<file path="config.mk">
export PLATFORM = sky130hd
export DESIGN_NAME = pssc_ctrl
export DESIGN_NICKNAME = d
export VERILOG_FILES = /design/src/pssc_pkg.sv /design/src/pssc_ctrl.sv
export SDC_FILE = /design/constraint.sdc
export NUM_CORES = 1
export LEC_CHECK = 0
export BUFFER_PORTS_ARGS = -buffer_cell sky130_fd_sc_hd__buf_2
export CORE_ASPECT_RATIO = 1.5
export CORE_MARGIN = 3
export CORE_UTILIZATION = 57
export DETAILED_ROUTE_END_ITERATION = 16
export HOLD_SLACK_MARGIN = 0.08
export PLACE_DENSITY_LB_ADDON = 0.1
export SETUP_SLACK_MARGIN = 0.15
export SKIP_CTS_REPAIR_TIMING = 1
export SLEW_MARGIN = 20
export SYNTH_ARGS = -nofsm -noshare
export SYNTH_HDL_FRONTEND = slang
export SYNTH_SLANG_ARGS = --single-unit
</file>
<file path="constraint.sdc">
create_clock -name I_CLK -period 5.7 [get_ports I_CLK]
set_clock_uncertainty 0.05 [all_clocks]
set_input_delay 0.57 -clock I_CLK [delete_from_list [all_inputs] [get_ports I_CLK]]
set_output_delay 0.57 -clock I_CLK [all_outputs]
set_load 0.05 [all_outputs]
</file>
<file path="src/pssc_pkg.sv">
// package: constants and carrier types for the supply supervisory control block
package pssc_pkg;
  // time figures as printed, in microseconds; clock period in nanoseconds
  localparam int unsigned CLK_NS = 5;
  localparam int unsigned T_SB_MAIN_DEL_US = 150000; // typ standby-to-main delay
  localparam int unsigned T_PWOK_DEL_US = 150000; // typ regulation-to-power-good delay
  localparam int unsigned T_PWOK_LOW_US = 100000; // least power-good low time
  localparam int unsigned T_REQ_OFF_US = 3000; // typ request-off to main disable
  localparam int unsigned T_OFF_HOLD_US = 1000000; // typ keep-off after losing regulation
  localparam int unsigned T_BLINK1_US = 500000; // half period of 1 Hz blink
  localparam int unsigned T_BLINK2_US = 250000; // half period of 2 Hz blink
  // derived counts (cycles)
  localparam int unsigned C_SB_MAIN_DEL = T_SB_MAIN_DEL_US * 1000 / CLK_NS;
  localparam int unsigned C_PWOK_DEL = T_PWOK_DEL_US * 1000 / CLK_NS;
  localparam int unsigned C_PWOK_LOW = (T_PWOK_LOW_US * 1000 + CLK_NS - 1) / CLK_NS;
  localparam int unsigned C_REQ_OFF = T_REQ_OFF_US * 1000 / CLK_NS;
  // wide product first so the 1 s figure cannot overflow, then cut back to 32 bits
  localparam int unsigned C_OFF_HOLD = 32'(64'(T_OFF_HOLD_US) * 1000 / CLK_NS);
  localparam int unsigned C_BLINK1 = T_BLINK1_US * 1000 / CLK_NS;
  localparam int unsigned C_BLINK2 = T_BLINK2_US * 1000 / CLK_NS;
  localparam int unsigned CNT_W = 28; // covers the 1 s hold
  // led colour codes
  typedef enum logic [1:0] {
    PSSC_LED_OFF = 2'h0,
    PSSC_LED_GREEN = 2'h1,
    PSSC_LED_AMBER = 2'h2
  } pssc_led_t;
  // main output sequencing states
  typedef enum logic [2:0] {
    PSSC_ST_WAIT_SB = 3'h0,
    PSSC_ST_DELAY = 3'h1,
    PSSC_ST_ON = 3'h2,
    PSSC_ST_TURN_OFF = 3'h3,
    PSSC_ST_HOLD_OFF = 3'h4,
    PSSC_ST_STANDBY = 3'h5
  } pssc_state_t;
  // status inputs from monitors
  typedef struct packed {
    logic ac_ok;
    logic sb_ok;
    logic sb_ext;
    logic main_ok;
    logic ot_shut;
    logic ov_shut;
    logic oc_shut;
    logic fan_major;
    logic ot_warn;
    logic fan_minor;
    logic boot_load;
  } pssc_stat_t;
endpackage : pssc_pkg

</file>
<file path="src/pssc_ctrl.sv">
// module: supervisory control of a redundant front-end power supply
`timescale 1ns/1ps
`default_nettype none
module pssc_ctrl
  import pssc_pkg::*;
#(
  parameter int unsigned P_SB_MAIN_DEL = C_SB_MAIN_DEL, // standby-to-main delay cycles
  parameter int unsigned P_PWOK_DEL = C_PWOK_DEL, // power-good assert delay cycles
  parameter int unsigned P_PWOK_LOW = C_PWOK_LOW, // power-good least low cycles
  parameter int unsigned P_REQ_OFF = C_REQ_OFF, // request-off to disable cycles
  parameter int unsigned P_OFF_HOLD = C_OFF_HOLD, // keep-off cycles
  parameter int unsigned P_BLINK1 = C_BLINK1, // 1 Hz half period cycles
  parameter int unsigned P_BLINK2 = C_BLINK2 // 2 Hz half period cycles
) (
  input wire logic I_CLK, // 200 MHz clock
  input wire logic I_RST_N, // synchronous reset, active low
  input wire logic I_OUTPUT_ON_REQUEST_N, // request, low turns main on
  input wire pssc_stat_t I_STAT, // monitor status bundle
  input wire logic I_LATCH_FAULT, // pulse: a protection has latched off
  input wire logic I_LOW_LOAD, // load current below standby threshold
  input wire logic I_STANDBY_GRANT, // controller permission, cleared by default
  input wire logic I_STANDBY_PERMIT_LINE_IN, // sensed level of permit line
  output logic O_STANDBY_PERMIT_LINE_OUT, // permit line drive value (always 0)
  output logic O_STANDBY_PERMIT_LINE_OE_N, // low while pulling line low
  output logic O_MAIN_EN, // enables main output conversion stage
  output logic O_SHARE_BUS_PIN_CONNECT, // connects share pin to bus
  output logic O_PWOK_OUT, // power-good drive value (always 0)
  output logic O_PWOK_OE_N, // low while pulling power-good low
  output logic O_HOT_STANDBY, // hot-standby mode active
  output logic O_FAULT_LATCHED, // latched fault held
  output pssc_led_t O_LED, // led colour
  output logic O_LED_ON // led lit this cycle
);
  // ---------------------------------------------------------------
  // fault latch and request edge
  // ---------------------------------------------------------------
  logic req_q, fault, next_fault;
  logic req_on;
  assign req_on = !I_OUTPUT_ON_REQUEST_N;
  // a new fault in the toggle cycle wins so it is never lost
  always_comb begin
    next_fault = fault;
    if (req_q != I_OUTPUT_ON_REQUEST_N) next_fault = 1'b0;
    if (I_LATCH_FAULT) next_fault = 1'b1;
  end
  always_ff @(posedge I_CLK) begin
    if (!I_RST_N) begin
      fault <= 1'b0;
      req_q <= 1'b1;
    end else begin
      fault <= next_fault;
      req_q <= I_OUTPUT_ON_REQUEST_N;
    end
  end
  logic any_fault;
  assign any_fault = fault | I_STAT.ot_shut | I_STAT.ov_shut | I_STAT.oc_shut;

  // ---------------------------------------------------------------
  // main output sequencer
  // ---------------------------------------------------------------
  pssc_state_t st, next_st;
  logic [CNT_W-1:0] cnt, next_cnt;
  logic stby_ok;
  // permit line must be high, load low and grant given
  assign stby_ok = I_STANDBY_PERMIT_LINE_IN & I_LOW_LOAD & I_STANDBY_GRANT;
  always_comb begin
    next_st = st;
    next_cnt = (cnt == '0) ? cnt : cnt - 1'b1;
    case (st)
      PSSC_ST_WAIT_SB: begin
        if (I_STAT.sb_ok && req_on && !any_fault) begin
          next_st = PSSC_ST_DELAY;
          next_cnt = CNT_W'(P_SB_MAIN_DEL);
        end
      end
      PSSC_ST_DELAY: begin
        if (!req_on || any_fault || !I_STAT.sb_ok) next_st = PSSC_ST_WAIT_SB;
        else if (cnt == '0) next_st = PSSC_ST_ON;
      end
      PSSC_ST_ON: begin
        if (!req_on) begin
          next_st = PSSC_ST_TURN_OFF;
          next_cnt = CNT_W'(P_REQ_OFF);
        end else if (any_fault || !I_STAT.main_ok || !I_STAT.sb_ok) begin
          next_st = PSSC_ST_HOLD_OFF;
          next_cnt = CNT_W'(P_OFF_HOLD);
        end else if (stby_ok) begin
          next_st = PSSC_ST_STANDBY;
        end
      end
      PSSC_ST_STANDBY: begin
        // conversion is already off: a dropped request or a fault skips the on state
        if (!req_on || any_fault) next_st = PSSC_ST_WAIT_SB;
        // a lowered permit line sends us back to normal running
        else if (!stby_ok) next_st = PSSC_ST_ON;
      end
      PSSC_ST_TURN_OFF: begin
        if (cnt == '0) next_st = PSSC_ST_WAIT_SB;
      end
      PSSC_ST_HOLD_OFF: begin
        if (cnt == '0) next_st = PSSC_ST_WAIT_SB;
      end
      default: next_st = PSSC_ST_WAIT_SB;
    endcase
  end
  always_ff @(posedge I_CLK) begin
    if (!I_RST_N) begin
      st <= PSSC_ST_WAIT_SB;
      cnt <= '0;
    end else begin
      st <= next_st;
      cnt <= next_cnt;
    end
  end
  logic main_on;
  // main stays on through the off delay; conversion stops in hot-standby
  assign main_on = (st == PSSC_ST_ON) || (st == PSSC_ST_TURN_OFF);
  assign O_MAIN_EN = main_on;
  assign O_HOT_STANDBY = (st == PSSC_ST_STANDBY);
  assign O_FAULT_LATCHED = fault;
  assign O_SHARE_BUS_PIN_CONNECT = main_on && !any_fault;
  assign O_STANDBY_PERMIT_LINE_OUT = 1'b0;
  assign O_STANDBY_PERMIT_LINE_OE_N = !any_fault;

  // ---------------------------------------------------------------
  // power-good timing
  // ---------------------------------------------------------------
  logic pwok, next_pwok;
  logic [CNT_W-1:0] pg_cnt, next_pg_cnt;
  logic both_ok;
  logic prev_ok;
  // standby counts as regulating: the other supply carries the load
  assign both_ok = I_STAT.sb_ok && I_STAT.main_ok && req_on && !any_fault
    && (st == PSSC_ST_ON || st == PSSC_ST_STANDBY);
  // dropping the instant the request leaves gives warning ahead of main going off
  always_comb begin
    next_pwok = pwok;
    next_pg_cnt = (pg_cnt == '0) ? pg_cnt : pg_cnt - 1'b1;
    if (pwok) begin
      if (!both_ok) begin
        next_pwok = 1'b0;
        next_pg_cnt = CNT_W'(P_PWOK_LOW);
      end
    end else if (!both_ok) begin
      if (pg_cnt < CNT_W'(P_PWOK_LOW) && pg_cnt < CNT_W'(P_PWOK_DEL)) begin
        next_pg_cnt = pg_cnt;
        if (pg_cnt != '0) next_pg_cnt = pg_cnt - 1'b1;
      end
    end else begin
      // first good cycle only loads the delay, so a spent count cannot rise at once
      if (pg_cnt == '0 && prev_ok) next_pwok = 1'b1;
    end
    if (!pwok && both_ok && !prev_ok) next_pg_cnt = (pg_cnt > CNT_W'(P_PWOK_DEL))
      ? pg_cnt - 1'b1 : CNT_W'(P_PWOK_DEL);
  end
  always_ff @(posedge I_CLK) begin
    if (!I_RST_N) begin
      pwok <= 1'b0;
      pg_cnt <= '0;
      prev_ok <= 1'b0;
    end else begin
      pwok <= next_pwok;
      pg_cnt <= next_pg_cnt;
      prev_ok <= both_ok;
    end
  end
  assign O_PWOK_OUT = 1'b0;
  assign O_PWOK_OE_N = pwok; // open drain: released means high

  // ---------------------------------------------------------------
  // led blink dividers and precedence
  // ---------------------------------------------------------------
  logic [CNT_W-1:0] b1_cnt, next_b1_cnt, b2_cnt, next_b2_cnt;
  logic b1, next_b1, b2, next_b2;
  always_comb begin
    next_b1_cnt = b1_cnt - 1'b1;
    next_b1 = b1;
    next_b2_cnt = b2_cnt - 1'b1;
    next_b2 = b2;
    if (b1_cnt == '0) begin
      next_b1_cnt = CNT_W'(P_BLINK1 - 1);
      next_b1 = !b1;
    end
    if (b2_cnt == '0) begin
      next_b2_cnt = CNT_W'(P_BLINK2 - 1);
      next_b2 = !b2;
    end
  end
  always_ff @(posedge I_CLK) begin
    if (!I_RST_N) begin
      b1_cnt <= '0;
      b2_cnt <= '0;
      b1 <= 1'b0;
      b2 <= 1'b0;
    end else begin
      b1_cnt <= next_b1_cnt;
      b2_cnt <= next_b2_cnt;
      b1 <= next_b1;
      b2 <= next_b2;
    end
  end
  pssc_led_t led, next_led;
  logic led_on, next_led_on;
  // first matching condition wins, in the listed order
  always_comb begin
    next_led = PSSC_LED_OFF;
    next_led_on = 1'b0;
    if (!I_STAT.ac_ok && !I_STAT.sb_ext) begin
      next_led = PSSC_LED_OFF;
    end else if (!req_on || O_HOT_STANDBY) begin
      next_led = PSSC_LED_GREEN;
      next_led_on = b1;
    end else if (!I_STAT.ac_ok || !I_STAT.main_ok || !I_STAT.sb_ok || I_STAT.ot_shut
        || I_STAT.ov_shut || I_STAT.oc_shut || I_STAT.fan_major) begin
      next_led = PSSC_LED_AMBER;
      next_led_on = 1'b1;
    end else if (I_STAT.ot_warn || I_STAT.fan_minor) begin
      next_led = PSSC_LED_AMBER;
      next_led_on = b1;
    end else if (I_STAT.boot_load) begin
      next_led = PSSC_LED_GREEN;
      next_led_on = b2;
    end else begin
      next_led = PSSC_LED_GREEN;
      next_led_on = 1'b1;
    end
  end
  always_ff @(posedge I_CLK) begin
    if (!I_RST_N) begin
      led <= PSSC_LED_OFF;
      led_on <= 1'b0;
    end else begin
      led <= next_led;
      led_on <= next_led_on;
    end
  end
  assign O_LED = led;
  assign O_LED_ON = led_on;
endmodule : pssc_ctrl
`default_nettype wire

</file>
# After elaboration in Yosys (flattened, before gate mapping)
# Index checks and enable logic that the tools add are counted.
dict set report totals {
  ff_bits 124
  wordCells 128
  input_bits 18
  out_inout_bits 11
}
dict set report op_classes {
  n_reduce_logical 49
  order_cmp 3
  n_eq_ne 12
  mux 38
  n_bitwise 6
  add_sub_neg 4
}
# cell n
set ops {}
lappend ops {{$mux 28} 12}
lappend ops {{$logic_not 28->1} 4}
lappend ops {{$sub 28x1->28 const B} 4}
lappend ops {{$lt 28x25->1 const B} 2}
lappend ops {{$pmux 28 s2} 1}
lappend ops {{$gt 28x25->1 const B} 1}
lappend ops {{$reduce_bool 28->1} 1}
lappend ops {{$mux 27} 1}
lappend ops {{$mux 3} 9}
lappend ops {{$mux 26} 1}
lappend ops {{$pmux 3 s5} 1}
lappend ops {{$logic_or 1x1->1} 14}
lappend ops {{$logic_and 1x1->1} 12}
lappend ops {{$mux 1} 11}
lappend ops {{$logic_not 1->1} 10}
lappend ops {{$reduce_or 2->1} 4}
lappend ops {{$eq 3x2->1 const B} 2}
lappend ops {{$eq 3x3->1 const B} 2}
lappend ops {{$ne 5x3->1 const B} 1}
lappend ops {{$reduce_and 5->1} 1}
lappend ops {{$mux 2} 2}
lappend ops {{$ne 4x4->1 const B} 1}
lappend ops {{$eq 3x1->1 const B} 1}
lappend ops {{$logic_not 3->1} 1}
lappend ops {{10 further kinds} 13}

# Depth between registers and ports, before layout
# Gate-level depths: netlist of the first run.
dict set report logic_depth {
  word_depth 9
  depth_mapped 9
  ltp_nobuf 7
}

# Worst setup path after synthesis of the first run
# Ideal clock, no wire load.
dict set report synth_timing {
  path_kind {input port to flip-flop}
  from {in I_STAT[6] (netlist name)}
  to {reg pg_cnt[7]}
  required_ns 5.528
  cell_stages 8
  n_path_buf 1
  arrival_time_ns 2.785
  setup_time_ns 0.122
  slack_ns 2.744
  cell_sequence {or4_1 > buf_2 > inv_2 > o2111ai_2 > mux2_2 > a211oi_4 > a21oi_1 > o311a_1}
}
dict set report synth_between {
  elab_chain_len 9
  elab_cells_between_ends 13
  classes_between {1 x eq/ne; 4 x mux; 3 x bitwise; 5 x reduce/logical}
}
# element line
set synth_lines {}
lappend synth_lines {{start, declared} pssc_ctrl.sv:18} ;# input wire pssc_stat_t I_STAT,
lappend synth_lines {{$or 1x1->1 (*) (3 in series)} pssc_ctrl.sv:56} ;# assign any_fault = fault | I_STAT.ot_shut | I_STAT.ov_shut | I_STAT.oc_shut;
lappend synth_lines {{$logic_not 1->1 (*)} -}
lappend synth_lines {{net O_STANDBY_PERMIT_LINE_OE_N} pssc_ctrl.sv:24} ;# output logic O_STANDBY_PERMIT_LINE_OE_N,
lappend synth_lines {{$logic_and 1x1->1 (*)} pssc_ctrl.sv:133} ;# assign both_ok = I_STAT.sb_ok && I_STAT.main_ok && req_on && !any_fault
lappend synth_lines {{$logic_and 1x1->1 (*)} pssc_ctrl.sv:134} ;# && (st == PSSC_ST_ON || st == PSSC_ST_STANDBY);
lappend synth_lines {{$logic_and 1x1->1 (tied with other cells)} pssc_ctrl.sv:153} ;# if (!pwok && both_ok && !prev_ok) next_pg_cnt = (pg_cnt > CNT_W'(P_PWOK_DEL))
lappend synth_lines {{$logic_and 1x1->1 / $mux 28 (equally long branches)} {pssc_ctrl.sv:153, pssc_ctrl.sv:139}}
lappend synth_lines {{$ne 5x3->1 (no line) / $mux 28 (equally long branches)} -}
lappend synth_lines {{end signal, assigned} pssc_ctrl.sv:163} ;# pg_cnt <= next_pg_cnt;
lappend synth_lines {{end, declared} pssc_ctrl.sv:129} ;# logic [CNT_W-1:0] pg_cnt, next_pg_cnt;
# The timed path passes the listed nets; every way through them passes the cells marked *.
# A chain may end at the register's enable or synchronous reset.

# Worst setup path after layout of the first run
dict set report layout_timing {
  from {reg pg_cnt[2]}
  to {reg pg_cnt[24]}
}
dict set report layout_between {
  elab_chain_len 6
  elab_cells_between_ends 16
  classes_between {1 x add/sub; 3 x order compare; 1 x eq/ne; 8 x mux; 3 x reduce/logical}
}
# element line
set layout_lines {}
lappend layout_lines {{$sub 28x1->28 (tied with other cells)} {pssc_ctrl.sv:138, pssc_ctrl.sv:147, pssc_ctrl.sv:154}}
lappend layout_lines {{$mux 28 (tied with other cells)} pssc_ctrl.sv:138} ;# next_pg_cnt = (pg_cnt == '0) ? pg_cnt : pg_cnt - 1'b1;
lappend layout_lines {{$mux 28} pssc_ctrl.sv:145} ;# if (pg_cnt < CNT_W'(P_PWOK_LOW) && pg_cnt < CNT_W'(P_PWOK_DEL)) begin
lappend layout_lines {{$mux 28} pssc_ctrl.sv:144} ;# end else if (!both_ok) begin
lappend layout_lines {{$mux 28} pssc_ctrl.sv:139} ;# if (pwok) begin
lappend layout_lines {{$mux 28} pssc_ctrl.sv:153}
# Parallel ways exist; a longest one is shown, timed or not. The select of a mux whose other input is x is not followed.

==> summary.md, run 1 <==
| Metric | Value |
|---|---|
| Crit path launch type | flip-flop |
| Hold slack | 377.4 ps |
| Internal power | 2.951 mW |
| Routed len/inst | 14.98 µm |
| HP Class | in2reg |
| Post-synthesis cell area | 6317 µm² |
| Final count of hold timing violations | 0 |
| Worst skew pair latency | 410 ps |
| # fillers | 909 |
| Final Util | 0.6667 |
| Power density over cell area | 689.7 nW/µm² |
| Reg2reg start | pg_cnt[2] |
| Wirelength, routed | 13680 µm |
| Worst Path Buf+Inv | 0 |
| Vias in the first global route | 5126 |
| Worst slew pin tran | 724.0 ps |
| CTS root buf | clkbuf_16 |
| Pwr Total | 4.922 mW |
| Synth Warn # | 0 |
| Area grow syn2layout | 12.97% |
| Net Sw Frac | 0.4005 |
| Lkg Pwr | 2.785 nW |
| Worst Hold Depth | 3 |
| Sequential Power Share | 0.315 |
| NumNets Final | 779 |
| Reg2reg end | pg_cnt[24] |
| Top FF cell, synth | dfxtp_1 |
| Multiplexer area fraction after synthesis | 0.005150 |
| Slew HR | 0.5163 |
| Setup violations, final | 0 |
| Global-route wire length before repair | 23190 µm |
| Starting Density | 0.5901 |
| Seq/Total Area, Yosys | 0.3929 |
| # IOs | 29 |
| H-Tree Depth | 4 |
| N_diodes | 0 |
| #FFs+latches synth | 124 |
| Max VDD drop | 0.4124 mV |
| Tmin final | 3005 ps |
| Post-synth EDFFs | 0 |
| CP peak stage delay | 620 ps |
| Commonest non-fill, non-tap cell in the layout | dfxtp_1 |
| Clock Path Buffers | 2 |
| DRC | 0 |
| Drt pass-1 iters | 5 |
| Commonest non-fill, non-tap cells in the layout | 124 x dfxtp_1, 83 x nor2_1, 55 x xnor2_1 |
| Hold_sp | I_LATCH_FAULT |
| CP Cell Sequence | or4_4, or3_4, or4_4, o21ai_4, or3_1, o31ai_1 |
| Post-synthesis cell count | 741 |
| Setup TNS | 0 ps |
| Total track usage | 0.2282 |
| Status | finished clean |
| Delay-heaviest family, CP | simple AND/OR/NAND/NOR gates |
| Gate power share | 0.448 |
| Final Non-Filler Cells | 913 |
| Post-Synth Adder-Cell Area | 0.009903 |
| Crit path max fanout | 19 |
| CP Depth | 6 |
| Die area | 12410 µm² |
| Mean post-synth cell area | 8.525 µm² |
| XOR/XNOR Fraction of Synth Area | 0.1303 |
| Launch point of the worst path | pg_cnt[2] |
| Final WS setup | 2695 ps |
| Total gr overflow | 0 |
| Via Count | 5371 |
| DR vias/cell | 5.883 |
| Largest net degree at the start of global routing | 38 |
| Critical path class | reg2reg |
| Site Rows | 46 |
| Setup repair after global routing missed its margin | no |
| Max Cap Viol | 0 |
| Most used cell, CP | or4_4 |
| Final worst path period share | 0.5272 |
| # port buffers | 26 |
| Clk sinks | 124 |
| CTS buffer count | 17 |
| Compound-Gate Fraction of Synth Area | 0.1414 |
| Net Sw Power | 1.971 mW |
| Hold Path Sink | O_FAULT_LATCHED |
| Main combinational cell family by area after synthesis | simple AND/OR/NAND/NOR gates |
| Die X | 91.96 µm |
| Distinct cells, synth | 67 |
| Final ANT Viol Nets | 0 |
| DP HPWL | 9692 µm |
| FFs w/ async S/R, synth | 0 |
| Crit path required time | 5930 ps |
| Floorplan core area | 10710 µm² |
| Setup WS pre-CTS | 2521 ps |
| Design area | 7137 µm² |
| Initial antenna violation count | 0 |
| Worst R2R Setup Slack | 2700 ps |
| Arrival time at the worst endpoint | 3240 ps |
| TritonCTS clock tree | yes |
| Max Clock Freq | 0.3328 GHz |
| Initial DRC count | 242 |
| Clock power share | 0.237 |
| Placed Area | 6497 µm² |
| Worst Reg-to-Reg Cells | 6 |
| Slew Viols, Final | 0 |
| Slowest CP cell | or4_4 |
| Synth Area in Simple Gates | 0.2848 |
| Crit path capture type | flip-flop |
| GPL Wtd Cong | 0.9181 |
| Clock-pin slew on the worst setup and hold paths | 60 ps |
| DP Cell Count | 881 |
| Chip Height | 134.9 µm |
| Fraction of layout cells with a size suffix above 1 | 0.1144 |
## worst reg2reg max path, cell delays in order (launching register included)
cell,delay [ps]
dfxtp_1,360
or4_4,590
or3_4,450
or4_4,620
o21ai_4,520
or3_1,220
o31ai_1,70
## synthesized netlist by cell type (all sizes together), types with 21 or more instances
| master | instances | share of area |
|---|---|---|
| xnor2 | 55 | 0.076 |
| nor4 | 27 | 0.031 |
| dfxtp | 124 | 0.39 |
| and2 | 21 | 0.021 |
| o21ai | 33 | 0.028 |
| inv | 21 | 0.012 |
| nand2 | 52 | 0.031 |
| or4 | 25 | 0.031 |
| a21boi | 22 | 0.026 |
| clkbuf | 24 | 0.014 |
| xor2 | 39 | 0.054 |
| nor2 | 84 | 0.050 |
| nor3 | 48 | 0.040 |
## kinds of logic (layout without fill, tap and decap cells)
logic type,after synthesis,count (layout)
XOR/XNOR,94,94
other,1,2
AND/OR/NAND/NOR,335,335
multiplexers,3,3
flip-flops,124,124
adder cells (fa/ha/maj),5,5
buffers and inverters,53,80
AO/OA/AOI/OAI,126,126
## registers in the layout, summed over array words and instances (netlist names), 2 cells and up
| register | flops |
|---|---|
| O_LED | 2 |
| b2_cnt | 28 |
| st | 3 |
| pg_cnt | 28 |
| b1_cnt | 28 |
| cnt | 28 |
## power by group through the flow
stage          clock network, mW  registers (mW)  logic [mW]
4_1_cts                     1.18            1.55        2.21
3_3_place_gp                   0            1.54        2.13
2_1_floorplan                  0            1.47        1.89
5_1_grt                     1.21            1.60        2.49
3_5_place_dp                   0            1.56        2.18
6_report                    1.16            1.55        2.21
## final cells by class
cell class / count / area (µm²) / share of cell area
flip-flops and latches: 124 / 2482 / 0.3478
clock buffers: 19 / 452.9 / 0.06346
inverters: 21 / 78.83 / 0.01104
multi-input cells: 565 / 3618 / 0.5070
clock inverters: 13 / 186.4 / 0.02612
repair buffers: 27 / 137.6 / 0.01928
well taps: 144 / 180.2 / 0.02525
## metal layers
metal,GRT usage,up-vias,share of wire
li1,-,2668,-
met1,0.2733,2499,0.44
met2,0.3878,166,0.48
met3,0.03902,38,0.051
met4,0.1231,0,0.033
met5,0,-,0
## worst max-delay path by stage
stage / endpoint / slack, ps
floorplan: pg_cnt[7] / 2740
global placement: pg_cnt[7] / 2600
detailed placement: pg_cnt[21] / 2520
CTS: pg_cnt[16] / 2690
global route: b1_cnt[10] / 2480
finish: pg_cnt[24] / 2700
No activity file was read; power rests on OpenSTA's default activity.
==> inputs of run 2 (changes only) <==
- CORE_UTILIZATION: 57 -> 56
- clock period: 5.7 -> 2.7 ns (I/O delays scaled with it)
==> run 2 against run 1 <==
- setup slack lost 2600 ps
- clock power grew 110%
- combinational power grew to 2.7 times the previous value
- power grew 140%
- critical path depth is the same
- highest routed layer unchanged
- sequential cell count is the same
- critical endpoint is now pg_cnt[9]
- final cell count grew 6.5%
- maximum frequency grew 17%
- count of clock-buffer cells in the layout grew 1
- register-to-register slack lost 2600 ps
- sequential share of layout area shrank 2.7 points
- design area grew 8.7%
==> summary.md, run 2 (same netlist as run 1, synthesis figures left out) <==
| Metric | Value |
|---|---|
| Power density over cell area | 1497 nW/µm² |
| Crit path max fanout | 7 |
| Max VDD drop | 0.7125 mV |
| Site Rows | 46 |
| Setup TNS | 0 ps |
| Commonest non-fill, non-tap cells in the layout | 116 x dfxtp_1, 82 x nor2_1, 55 x xnor2_1, 55 x buf_4, 50 x nand2_1 |
| Clk sinks | 124 |
| CTS buffer count | 17 |
| Initial DRC count | 272 |
| Fraction of layout cells with a size suffix above 1 | 0.2101 |
| # port buffers | 26 |
| CP peak stage delay | 550 ps |
| Crit path required time | 2940 ps |
| Slew HR | 0.5707 |
| DRC | 0 |
| GPL Wtd Cong | 0.9443 |
| Total gr overflow | 0 |
| Initial antenna violation count | 0 |
| Sequential cell area | 2492 µm² |
| Lkg Pwr | 3.100 nW |
| CP Cell Sequence | or4_4, or3_4, or4_4, or2_4, nand3_1, o31ai_1 |
| Final ANT Viol Nets | 0 |
| Worst slew pin tran | 637.2 ps |
| Crit path launch type | flip-flop |
| Status | finished clean |
| Commonest non-fill, non-tap cell in the layout | dfxtp_1 |
| Max Clock Freq | 0.3891 GHz |
| Tmin final | 2570 ps |
| Wirelength, routed | 15870 µm |
| Worst Path Buf+Inv | 0 |
| Max Cap Viol | 0 |
| DP HPWL | 11350 µm |
| Delay-heaviest family, CP | simple AND/OR/NAND/NOR gates |
| Worst skew pair latency | 410 ps |
| Slowest CP cell | or4_4 |
| Global-route wire length before repair | 25640 µm |
| Slew Viols, Final | 0 |
| # IOs | 29 |
| Pwr Total | 11.62 mW |
| Starting Density | 0.5838 |
| Setup repair after global routing missed its margin | yes |
| NumNets Final | 839 |
| Total track usage | 0.2532 |
| Largest net degree at the start of global routing | 34 |
| Via Count | 5708 |
| Chip Height | 136.1 µm |
| N_diodes | 0 |
| Routed len/inst | 16.32 µm |
| Crit path capture type | flip-flop |
| DR vias/cell | 5.872 |
| TritonCTS clock tree | yes |
| Clock-pin slew on the worst setup and hold paths | 60 ps |
| Arrival time at the worst endpoint | 2810 ps |
| Hold slack | 147.3 ps |
| Critical path class | reg2reg |
| Most used cell, CP | or4_4 |
| Vias in the first global route | 5432 |
| Die X | 92.72 µm |
| Die area | 12620 µm² |
| CTS root buf | clkbuf_16 |
| Area grow syn2layout | 22.82% |
| Clock Path Buffers | 2 |
| # fillers | 861 |
| H-Tree Depth | 4 |
| Final worst path period share | 0.9518 |
| Setup WS pre-CTS | 14.36 ps |
| Setup violations, final | 0 |
| Area of the multi-input gates | 3755 µm² |
| Final WS setup | 130.1 ps |
| Drt pass-1 iters | 4 |
| Floorplan core area | 10820 µm² |
| Final count of hold timing violations | 0 |
| HP Class | in2reg |
## run 2: cell count changes in the layout (fill, tap and decap cells not counted), sizes merged
cell / before / now
clkinvlp: 4 / 3
clkinv: 2 / 4
clkbuf: 19 / 20
dlygate4sd3: 0 / 1
inv: 24 / 21
buf: 27 / 86
## run 2: metal layers
metal / global-route usage / routed length (µm) / part of all wire / vias up
li1: - / - / - / 2781
met1: 0.2928 / 6607 / 0.42 / 2733
met2: 0.4384 / 8069 / 0.51 / 161
met3: 0.05925 / 669 / 0.042 / 33
met4: 0.1214 / 519 / 0.033 / 0
met5: 0 / 0 / 0 / -
## run 2: path summary, 6_finish.rpt
| path | from | endpoint | depth (start not counted) | slack (ps) |
|---|---|---|---|---|
| max | pg_cnt[3] | pg_cnt[9] | 6 | 130 |
| max reg2reg | pg_cnt[3] | pg_cnt[9] | 6 | 130 |
| min reg2reg | cnt[2] | cnt[2] | 2 | 430 |
| min | I_STAT[8] | O_LED[0] | 3 | 150 |
## run 2: layout make-up
type	count	share of cell area
Clock inverter	11	0.02161
Sequential cell	124	0.3212
Timing Repair Buffer	87	0.08079
Clock buffer	20	0.05757
Tap cell	144	0.02322
Inverter	21	0.01161
Multi-Input combinational cell	565	0.4840
## run 2: stage by stage
stage / util / instance area, µm² / instances
6_report: 0.7170 / 7759 / 972
3_3_place_gp: 0.6374 / 6897 / 928
3_5_place_dp: 0.6374 / 6897 / 928
4_1_cts: 0.6941 / 7511 / 959
5_1_grt: 0.7170 / 7759 / 972
2_1_floorplan: - / 6381 / 742
## run 2: worst register-to-register path: stages (launching register included)
cell	delay [ps]
dfxtp_2	350
or4_4	550
or3_4	430
or4_4	500
or2_4	300
nand3_1	170
o31ai_1	100
## run 2: power breakdown
group,switching [mW],total [mW],internal (mW)
combinational,3.08,5.98,2.90
sequential,0.695,3.26,2.56
clock,0.816,2.38,1.56
==> inputs of run 3 (changes only) <==
- ABC_AREA: default -> 1
- CORE_UTILIZATION: 56 -> 30
- clock period: 2.7 -> 2.3 ns (I/O delays scaled with it)
==> run 3 against run 2 <==
- synthesized cell count is 53% higher
- hold slack worse by 53 ps
- largest power group unchanged
- sequential power is 21% higher
- via count is 24% higher
- final cell count is 56% higher
- design area is 12% higher
- routed wire length is 41% higher
- die area is 110% higher
- core utilization is 36 points lower
- sequential share of layout area is 3.4 points lower
- global-route usage is 8.1 points lower
- clock power is 17% higher
==> summary.md, run 3 <==
| Metric | Value |
|---|---|
| Mean post-synth cell area | 6.580 µm² |
| Drt pass-1 iters | 6 |
| FFs w/ async S/R, synth | 0 |
| DR vias/cell | 4.691 |
| Top FF cell, synth | dfxtp_1 |
| Die area | 26840 µm² |
| Synth area leaders | dfxtp_1 33%, nor2_1 11%, nand2_1 11% |
| Chip Height | 199.2 µm |
| NumNets Final | 1204 |
| CP peak stage delay | 380 ps |
| DP HPWL | 17650 µm |
| Setup WS pre-CTS | 204.0 ps |
| Seq/Total Area, Yosys | 0.3327 |
| Design area | 8656 µm² |
| CTS root buf | clkbuf_16 |
| Post-synthesis cell area | 7462 µm² |
| Area grow syn2layout | 16.00% |
| Final WS setup | 326.4 ps |
| Via Count | 7102 |
| Largest area contributor in the netlist | dfxtp_1 |
| Max VDD drop | 0.5333 mV |
| TritonCTS clock tree | yes |
| Max Clock Freq | 0.5067 GHz |
| Area of the multi-input gates | 4338 µm² |
| Placed Area | 8026 µm² |
| # IOs | 29 |
| Slowest CP cell | dfxtp_1 |
| #FFs+latches synth | 124 |
| Met2 Wirelength | 12060 µm |
| Clock Path Buffers | 2 |
| Clock-pin slew on the worst setup and hold paths | 50 ps |
| Cell with the most instances after synthesis | nor2_1 |
| Max Cap Viol | 0 |
| Crit path launch type | flip-flop |
| Total track usage | 0.1721 |
| Crit path required time | 2620 ps |
| Power density over cell area | 1813 nW/µm² |
| Arrival time at the worst endpoint | 2290 ps |
| Setup violations, final | 0 |
| Highest routed layer | met4 |
| Vias in the first global route | 7227 |
| Lkg Pwr | 4.064 nW |
| Top cells by count, synth | 220 x nor2_1, 212 x nand2_1, 146 x inv_1 |
| Critical path class | reg2reg |
| Worst Path Buf+Inv | 0 |
| Largest net degree at the start of global routing | 41 |
| Metal3 WL | 458 µm |
| Commonest non-fill, non-tap cells in the layout | 220 x nor2_1, 211 x nand2_1, 145 x inv_1 |
| # port buffers | 26 |
| Site Rows | 70 |
| Initial antenna violation count | 0 |
| GPL Wtd Cong | 0.8793 |
| Sequential cell area | 2482 µm² |
| N_diodes | 0 |
| HP Class | in2reg |
| Met1 wire length | 9102 µm |
| Clk sinks | 124 |
| Initial DRC count | 386 |
| CP Cell Sequence | nor2_1, nand2_1, nor2_1, nand2_1, xnor2_1, nand2_1, o21ai_0, nor2_1, nor2_2 |
| Final ANT Viol Nets | 0 |
| Distinct cells, synth | 45 |
| Worst skew pair latency | 430 ps |
| Crit path max fanout | 4 |
| Final Util | 0.3542 |
| Final count of hold timing violations | 0 |
| Crit path capture type | flip-flop |
| DRC | 0 |
| Routed len/inst | 14.73 µm |
| Setup TNS | 0 ps |
| Global-route wire length before repair | 36090 µm |
| Synth top area share | 0.3327 |
| Status | finished clean |
| Commonest non-fill, non-tap cell in the layout | nor2_1 |
| CTS buffer count | 17 |
| Pwr Total | 15.69 mW |
| Total gr overflow | 0 |
| H-Tree Depth | 4 |
| # fillers | 2720 |
| Post-synthesis cell count | 1134 |
| Final worst path period share | 0.8581 |
| Post-synth EDFFs | 0 |
| Starting Density | 0.3054 |
| Die X | 134.8 µm |
| Slew HR | 0.6357 |
| Fraction of layout cells with a size suffix above 1 | 0.1319 |
| Wirelength, routed | 22300 µm |
| Delay-heaviest family, CP | simple AND/OR/NAND/NOR gates |
| Slew Viols, Final | 0 |
| Synth Warn # | 0 |
| Tmin final | 1974 ps |
| Floorplan core area | 24440 µm² |
| Worst slew pin tran | 541.4 ps |
| Setup repair after global routing missed its margin | no |
## run 3: cell type report
cell class,instances,area share
repair buffers,40,0.02891
clock buffers,19,0.05117
well taps,324,0.04683
flip-flops and latches,124,0.2868
inverters,155,0.06808
multi-input cells,843,0.5012
clock inverters,9,0.01706
## run 3: path summary, 6_finish.rpt
kind | from | end | slack (ps) | cells past startpoint
min reg2reg | b2_cnt[0] | b2_cnt[0] | 380 | 1
max reg2reg | pg_cnt[7] | pg_cnt[15] | 330 | 9
max | pg_cnt[7] | pg_cnt[15] | 330 | 9
min | I_STAT[8] | O_LED[0] | 90 | 3
## run 3: stage by stage
step,hold slack [ps],cells
after global routing,90.53,1514
after global placement,372.3,1485
final,93.84,1514
after floorplan,285.0,1135
after detailed placement,375.9,1485
after CTS,-15.54,1513
## run 3: kinds of logic (layout without fill, tap and decap cells)
family          Yosys count  after routing  synth area share
buf+inv                 168            223           0.09038
flops                   124            124            0.3327
compound gates          124            124           0.09021
simple gates            649            649            0.4039
fa+ha+maj                 5              5          0.008384
other cells               1              2         0.0005025
xor+xnor                 63             63           0.07394
## run 3: power breakdown
| group | internal (mW) | switching (mW) |
|---|---|---|
| clock network | 1.81 | 0.986 |
| logic | 3.17 | 5.81 |
| registers | 3.01 | 0.912 |
## run 3: worst reg2reg max path, delay by kind of cell (launching register included)
| family | cells | cell delay (ps) |
|---|---|---|
| AND/OR/NAND/NOR | 7 | 1030 |
| AO/OA/AOI/OAI | 1 | 160 |
| flip-flops | 1 | 380 |
| XOR/XNOR | 1 | 300 |
## run 3: routing by layer
metal	global-route usage	vias up
met4	0.07321	0
met2	0.3336	80
met5	0	-
met1	0.1800	3274
li1	-	3708
met3	0.02922	40
